--- src/piq_defs.vh ---
// Register offsets, field positions and encodings of the port info block
// ===========================================================================
// Functional notes
// RL1: Port 1 bits 7:4 show line type strap
// RL2: Port 1 bits 3:2 show toggle line strap
// RL3: Toggle field meaningless when type is RS232
// RL4: Info bits 1:0 always read zero
// RL5: Port 2 type from its own straps
// RL6: Port 3 type from its own straps
// RL7: Port 4 type from its own straps
// RL8: Ports 2-4 bits 3:2 show toggle line
// RL9: Enable register, one bit per port
// RL10: Pending register, bit per port, 7:4 unused
// RL11: Pending bits active low
// RL12: Interrupt out when enabled port pending
`ifndef PIQ_DEFS_VH
`define PIQ_DEFS_VH
// ===========================================================================
// Offsets in option I/O space
`define PIQ_OFS_INFO1 6'h08
`define PIQ_OFS_INFO2 6'h09
`define PIQ_OFS_INFO3 6'h0a
`define PIQ_OFS_INFO4 6'h0b
`define PIQ_OFS_ENABLE 6'h0c
`define PIQ_OFS_PENDING 6'h10
// ===========================================================================
// Field layout and encodings
`define PIQ_TYPE_HI 7
`define PIQ_TYPE_LO 4
`define PIQ_TGL_HI 3
`define PIQ_TGL_LO 2
`define PIQ_TYPE_RS232 4'h0
`define PIQ_TYPE_RS422 4'h1
`define PIQ_TYPE_RS485 4'h2
`define PIQ_TGL_RTS 2'h0
`define PIQ_TGL_DTR 2'h1
`define PIQ_TGL_TXRX 2'h2
`define PIQ_UNUSED_LOW 2'h0
`define PIQ_ENABLE_RESET 4'h0
`define PIQ_ZERO_HIGH 4'h0
`define PIQ_RDATA_IDLE 8'h00
// ===========================================================================
// Strap pin codes
`define PIQ_STRAP_RS422 2'h1
`define PIQ_STRAP_RS485 2'h2
`define PIQ_STRAP_DTR 2'h1
`define PIQ_STRAP_TXRX 2'h2
`endif

--- src/piq_strap_sync.v ---
// Three-stage synchroniser with agreement filter for strap pins
`include "piq_defs.vh"
`default_nettype none
module piq_strap_sync #(
  parameter W = 2
) (
  input wire clk_i,
  input wire rstn_i,
  input wire ce_i,
  input wire [W-1:0] pin_i,
  output reg [W-1:0] level_o
);
  reg [W-1:0] s1;
  reg [W-1:0] s2;
  reg [W-1:0] s3;
  // ===========================================================================
  // Capture
  // First stage is only read by the second to keep metastability contained
  always @(posedge clk_i or negedge rstn_i) begin
    if (!rstn_i) begin
      s1 <= {W{1'b0}};
      s2 <= {W{1'b0}};
      s3 <= {W{1'b0}};
      level_o <= {W{1'b0}};
    end else if (ce_i) begin
      s1 <= pin_i;
      s2 <= s1;
      s3 <= s2;
      if (s2 == s3) begin
        level_o <= s2;
      end
    end
  end
endmodule
`default_nettype wire

--- src/piq_port_info.v ---
// Per-port interface info, interrupt enable and pending registers
`include "piq_defs.vh"
`default_nettype none
module piq_port_info #(
  parameter NPORT = 4
) (
  input wire clk_i,
  input wire rstn_i,
  input wire ce_i,
  input wire [5:0] addr_i,
  input wire rd_i,
  input wire wr_i,
  input wire [7:0] wdata_i,
  output reg [7:0] rdata_o,
  output reg rvalid_o,
  input wire [1:0] port1_line_type_strap_i,
  input wire [1:0] port2_line_type_strap_i,
  input wire [1:0] port3_line_type_strap_i,
  input wire [1:0] port4_line_type_strap_i,
  input wire [1:0] toggle_line_strap_i,
  input wire [NPORT-1:0] port_irq_i,
  output reg irq_o
);
  wire [1:0] t1;
  wire [1:0] t2;
  wire [1:0] t3;
  wire [1:0] t4;
  wire [1:0] tgl;
  wire [7:0] info1;
  wire [7:0] info2;
  wire [7:0] info3;
  wire [7:0] info4;
  wire [7:0] enable_view;
  wire [7:0] pending_view;
  wire enable_write;
  reg [NPORT-1:0] port_interrupt_enable;
  reg [NPORT-1:0] next_enable;
  reg [7:0] next_rdata;
  reg next_rvalid;
  reg next_irq;
  reg hit;

  // ===========================================================================
  // Strap synchronisers
  // Straps are static in practice but still synchronised; a flicker is filtered
  piq_strap_sync #(
    .W(2)
  ) u_s1 (
    .clk_i(clk_i),
    .rstn_i(rstn_i),
    .ce_i(ce_i),
    .pin_i(port1_line_type_strap_i),
    .level_o(t1)
  );

  piq_strap_sync #(
    .W(2)
  ) u_s2 (
    .clk_i(clk_i),
    .rstn_i(rstn_i),
    .ce_i(ce_i),
    .pin_i(port2_line_type_strap_i),
    .level_o(t2)
  );

  piq_strap_sync #(
    .W(2)
  ) u_s3 (
    .clk_i(clk_i),
    .rstn_i(rstn_i),
    .ce_i(ce_i),
    .pin_i(port3_line_type_strap_i),
    .level_o(t3)
  );

  piq_strap_sync #(
    .W(2)
  ) u_s4 (
    .clk_i(clk_i),
    .rstn_i(rstn_i),
    .ce_i(ce_i),
    .pin_i(port4_line_type_strap_i),
    .level_o(t4)
  );

  // ===========================================================================
  // Toggle strap
  // One strap serves all four ports; there are no per-port toggle pins
  piq_strap_sync #(
    .W(2)
  ) u_st (
    .clk_i(clk_i),
    .rstn_i(rstn_i),
    .ce_i(ce_i),
    .pin_i(toggle_line_strap_i),
    .level_o(tgl)
  );

  // ===========================================================================
  // Encoding helpers
  function [3:0] type_code;
    input [1:0] s;
    begin
      case (s)
        `PIQ_STRAP_RS422: type_code = `PIQ_TYPE_RS422;
        `PIQ_STRAP_RS485: type_code = `PIQ_TYPE_RS485;
        default: type_code = `PIQ_TYPE_RS232;
      endcase
    end
  endfunction

  // Strap code 11 is no documented selection; it falls back to RTS
  function [1:0] toggle_code;
    input [1:0] g;
    begin
      case (g)
        `PIQ_STRAP_DTR: toggle_code = `PIQ_TGL_DTR;
        `PIQ_STRAP_TXRX: toggle_code = `PIQ_TGL_TXRX;
        default: toggle_code = `PIQ_TGL_RTS;
      endcase
    end
  endfunction

  // RS232 leaves the toggle field meaningless; forced to zero for determinism
  function [7:0] info_byte;
    input [1:0] s;
    input [1:0] g;
    reg [3:0] ty;
    reg [1:0] tg;
    begin
      ty = type_code(s);
      tg = toggle_code(g);
      if (ty == `PIQ_TYPE_RS232) begin
        tg = `PIQ_TGL_RTS; // RL3
      end
      info_byte = {ty, tg, `PIQ_UNUSED_LOW}; // RL4
    end
  endfunction

  // ===========================================================================
  // Interface info bytes
  assign info1 = info_byte(t1, tgl); // RL1 RL2
  assign info2 = info_byte(t2, tgl); // RL5 RL8
  assign info3 = info_byte(t3, tgl); // RL6 RL8
  assign info4 = info_byte(t4, tgl); // RL7 RL8

  // ===========================================================================
  // Enable, pending and write qualifier
  assign enable_view = {`PIQ_ZERO_HIGH, port_interrupt_enable}; // RL9
  // Pending is a live view; clearing belongs to the port logic
  assign pending_view = {`PIQ_ZERO_HIGH, ~port_irq_i}; // RL10 RL11
  // Only the enable register takes writes
  assign enable_write = wr_i && addr_i == `PIQ_OFS_ENABLE;

  // ===========================================================================
  // Read decode
  always @* begin
    next_rdata = `PIQ_RDATA_IDLE;
    hit = 1'b1;
    case (addr_i)
      `PIQ_OFS_INFO1: next_rdata = info1; // RL1 RL2
      `PIQ_OFS_INFO2: next_rdata = info2; // RL5 RL8
      `PIQ_OFS_INFO3: next_rdata = info3; // RL6 RL8
      `PIQ_OFS_INFO4: next_rdata = info4; // RL7 RL8
      `PIQ_OFS_ENABLE: next_rdata = enable_view; // RL9
      `PIQ_OFS_PENDING: next_rdata = pending_view; // RL10 RL11
      default: hit = 1'b0;
    endcase
  end

  // ===========================================================================
  // Enable next state
  // Writes to any other offset, the info bytes included, are dropped
  always @* begin
    next_enable = port_interrupt_enable;
    if (enable_write) begin
      next_enable = wdata_i[NPORT-1:0]; // RL9
    end
  end

  // ===========================================================================
  // Response and interrupt next state
  always @* begin
    next_rvalid = rd_i;
    next_irq = |(port_irq_i & port_interrupt_enable); // RL12
  end

  // ===========================================================================
  // Interrupt enable register
  always @(posedge clk_i or negedge rstn_i) begin
    if (!rstn_i) begin
      port_interrupt_enable <= `PIQ_ENABLE_RESET;
    end else if (ce_i) begin
      port_interrupt_enable <= next_enable; // RL9
    end
  end

  // ===========================================================================
  // Read response
  // Unmapped reads return zero so a stale byte never looks valid
  always @(posedge clk_i or negedge rstn_i) begin
    if (!rstn_i) begin
      rvalid_o <= 1'b0;
      rdata_o <= `PIQ_RDATA_IDLE;
    end else if (ce_i) begin
      rvalid_o <= next_rvalid;
      if (rd_i && hit) begin
        rdata_o <= next_rdata;
      end else begin
        rdata_o <= `PIQ_RDATA_IDLE;
      end
    end
  end

  // ===========================================================================
  // Host interrupt
  // Registered so the pin never glitches while port levels settle
  always @(posedge clk_i or negedge rstn_i) begin
    if (!rstn_i) begin
      irq_o <= 1'b0;
    end else if (ce_i) begin
      irq_o <= next_irq; // RL12
    end
  end
endmodule
`default_nettype wire

--- config.mk ---
export PLATFORM = sky130hd
export DESIGN_NAME = piq_port_info
export DESIGN_NICKNAME = d
export VERILOG_FILES = /design/src/piq_strap_sync.v /design/src/piq_port_info.v
export VERILOG_INCLUDE_DIRS = /design/src /design/src/src
export SDC_FILE = /design/constraint.sdc
export NUM_CORES = 1
export LEC_CHECK = 0
export CORE_MARGIN = 2
export CORE_UTILIZATION = 45
export DETAILED_ROUTE_END_ITERATION = 8
export DONT_BUFFER_PORTS = 1
export SETUP_SLACK_MARGIN = 0.05
export SKIP_CTS_REPAIR_TIMING = 1
export SLEW_MARGIN = 20
export SYNTH_ARGS = -nofsm -noshare
export SYNTH_HDL_FRONTEND = slang
export SYNTH_SLANG_ARGS = --single-unit
--- constraint.sdc ---
create_clock -name clk_i -period 2.3 [get_ports clk_i]
set_input_delay 0.115 -clock clk_i [delete_from_list [all_inputs] [get_ports clk_i]]
set_output_delay 0.115 -clock clk_i [all_outputs]
set_load 0.01 [all_outputs]
==> results by stage <==
Layout:
- The post-route netlist has 22.9% of its cells at a drive strength greater than 1.
- From synthesis to final layout, the design area changed by 14.9%.
- The register with the most flip-flops is rdata_o.
- The number of flip-flops under the largest register name is 6.
- Counting the fill cells in the layout gives 498.
- In the final layout, the registers with the most flip-flops are rdata_o (6), port_interrupt_enable (4).
- The number of antenna diodes in the final layout is 0.
- The post-layout net count is 267.
- The finished layout holds 299 standard cells, fillers aside.
- The core occupancy in the finished layout is 53.2%.

Placed design:
- Routability-driven placement finished with a final weighted congestion of 0.764.
- The total instance count after detailed placement is 271.
- The count of input and output buffers is 0.
- The total half-perimeter wirelength after legalization and detailed placement is 3050 µm.

Pwr:
- Registers are responsible for 54.9% of the overall power.
- For this design the ratio of total power to cell area is 734 nW/µm².
- The internal portion of total power is 1.51 mW.
- The static leakage is 1.17 nW.
- The switching fraction of total power is 29.2%.
- The share of total power dissipated in combinational logic is 20.8%.
- The clock network burns 24.3% of the power.
- The reported net switching power is 623 µW.
- The maximum vdd drop is 0.492 mV.
- The post-route total power is 2.14 mW.

Yosys:
- Yosys attributes the largest share of cell area to dfrtp_1 51%, mux2_2 16%, a21oi_1 4.3%.
- Of all flip-flops after synthesis, the portion carrying an async set or reset was 100%.
- The count of flip-flops with a built-in enable after synthesis is 0.
- Yosys instantiated no cell more often than dfrtp_1.
- The most used flip-flop cell after synthesis is dfrtp_1.
- The commonest cells after synthesis are 52 x dfrtp_1, 35 x mux2_2, 22 x a21oi_1, 16 x inv_1.
- The synthesized design spends more area on one cell type than any other, namely dfrtp_1.
- The synthesis-stage register bit count is 52.
- Synthesis produced 207 cells.
- The area of the mapped netlist is 2530 µm².
- Yosys printed 0 warnings.
- Synthesis instantiated 31 different standard cells from the library.
- Of the synthesized area, sequential elements account for 51.3%.
- The synthesized area per cell is 12.2 µm².
- Summed over its instances, the top area cell type makes up 51.3% of the synthesized netlist area.

Setup path:
- The type of the worst setup path is reg -> reg.
- The reg-to-reg critical path startpoint is u_s4.level_o[0].
- The worst setup path is captured at a flop.
- The critical path startpoint is u_s4.level_o[0].
- The type of origin of the critical path is a flop.
- The arrival time at the worst endpoint is 2.06 ns.
- Data on the critical path is required at its endpoint by 2.54 ns.
- In this run the worst path has a maximum fanout of 3.

Floorplanning:
- In this run the count of I/O pins placed on the die edge is 43.
- The die covers 6250 µm².
- The initial utilization of the core area, before any placement, comes to 46.3%.
- The die height is 79.1 µm.
- The floorplan has 27 rows.
- The overall die width is 79.1 µm.
- The core area is 5470 µm².

STA:
- The minimum clock period is 1.83 ns.
- Setup repair after global routing left no endpoint under its margin.
- Across the routed clock network, the largest skew measured is 0.0102 ns.
- The post-route fraction of the period consumed by the critical path is 79.5%.
- The number of failing hold endpoints at the final stage is 0.
- Final hold analysis gives a worst-case slack of 0.0133 ns.
- After routing, the total negative slack on setup checks comes to 0 ns.
- The maximum achievable frequency is 0.547 GHz.
- The count of final max-slew check failures is 0.
- The final count of negative-setup-slack endpoints is 0.

Global route:
- The number of antenna violations at the first check in global routing is 0.
- The total global routing track utilization is 14.5%.
- The maximum number of pins on one net before global-route repair is 64.
- The via count of the first global-routing pass came to 1598.
- The leftover overflow at the end of global routing is 0.
- The global-route wire length before repair is 7160 µm.

CTS:
- Counting along the longest clock path gives a buffer depth of 2.
- The number of buffers added by the clock tree synthesis step is 5.
- The clock network latency to the later pin of the worst-skew pair is 0.31 ns.
- The H-tree was split into 2 levels.
- TritonCTS built the clock tree.
- The CTS clock-pin slew for the worst setup and hold paths is 0.10 ns.
- The CTS sink count is 52.
- The tree is rooted in a clkbuf_8.

Drt:
- In this run the remaining antenna-violating nets after routing total 0.
- The average wire length per cell after detail routing is 15.5 µm.
- The number of design rule violations left after detail routing is 0.
- Wires add up to 4640 µm.
- The starting DRC count in detailed routing is 54.
- The number of vias in the routed layout is 1616.
- In the routed layout, each cell is associated on average with a via count of 5.40.
- The pre-antenna-repair detailed-routing pass consisted of 4 iterations.

Flow run:
- The max-cap violation count is 0.

Min path:
- The origin of the worst min-delay path is ce_i.
- The path class of the tightest hold or removal check is in -> reg.

Status:
- The flow ran to the end, and the final reports show no timing, DRC or antenna violations.
[worst max-delay path, cell delays in order (launching register included)]
cell     delay [ns]
dfrtp_1        0.40
inv_1          0.07
ha_1           0.29
mux4_2         0.51
nor4b_2        0.29
a21oi_1        0.09
o22ai_2        0.10
[cell type report]
cell class	count	area, µm²	share of cell area (%)
Sequential cell	52	1300	44.7
Multi-Input combinational cell	131	1130	38.9
Clock inverter	3	23.8	0.817
Clock buffer	5	68.8	2.36
Inverter	16	60.1	2.06
Tap cell	72	90.1	3.09
Timing Repair Buffer	20	235	8.08
[path summary, 6_finish.rpt]
check / endpoint / slack (ns) / cells past startpoint
setup / recovery: rdata_o[3] / 0.47 / 6
hold / removal: u_st.level_o[1] / 0.01 / 2
setup reg to reg: rdata_o[3] / 0.47 / 6
hold reg to reg: u_s1.s1[0] / 0.51 / 1
max in group asynchronous: u_s2.s2[1] / 1.72 / 2
min in group asynchronous: u_s4.level_o[0] / 0.35 / 2
[logic make-up after synthesis]
| family | synth area share [%] |
|---|---|
| AOI/OAI and AO/OA | 8.79 |
| xor gates and xnor gates | 3.45 |
| adders and majority gates | 3.95 |
| buffers and inverters | 4.15 |
| DFF | 51.3 |
| muxes | 18.5 |
| other | 0.148 |
| and+or+nand+nor | 9.67 |
[power by group through the flow]
stage	sequential (mW)	clock, mW	combinational (mW)
finish	1.17	0.518	0.444
global route	1.20	0.582	0.496
CTS	1.17	0.540	0.384
detailed placement	1.19	0	0.382
global placement	1.18	0	0.356
floorplan	1.15	0	0.339
[through the flow]
stage	worst slack, ns	area (µm²)
after floorplan	0.667	2540
after global placement	0.573	2580
after detailed placement	0.501	2580
after CTS	0.467	2680
after global routing	0.390	2910
final	0.471	2910
[layer usage]
metal	GRT usage, %	wire, µm	vias to the layer above
li1	-	-	773
met1	16.5	1980	807
met2	25.4	2370	31
met3	5.00	226	5
met4	5.00	56	0
met5	0	0	-
[cell usage in the layout, fill, tap and decap left out, types with 2 or more instances in the layout]
| cell type | n |
|---|---|
| clkinvlp_4 | 2 |
| conb_1 | 2 |
| dfrtp_1 | 52 |
| o22ai_1 | 5 |
| a21oi_1 | 22 |
| ha_1 | 8 |
| o2bb2ai_1 | 2 |
| mux4_1 | 2 |
| nor2_1 | 6 |
| a22oi_1 | 2 |
| mux2_2 | 35 |
| nand3b_1 | 10 |
| clkbuf_8 | 5 |
| a31oi_1 | 3 |
| nand3_1 | 10 |
| buf_16 | 2 |
| inv_1 | 16 |
| xnor2_1 | 10 |
| dlygate4sd3_1 | 18 |
| nor4b_2 | 2 |
Power figures use the tool's default switching activity.
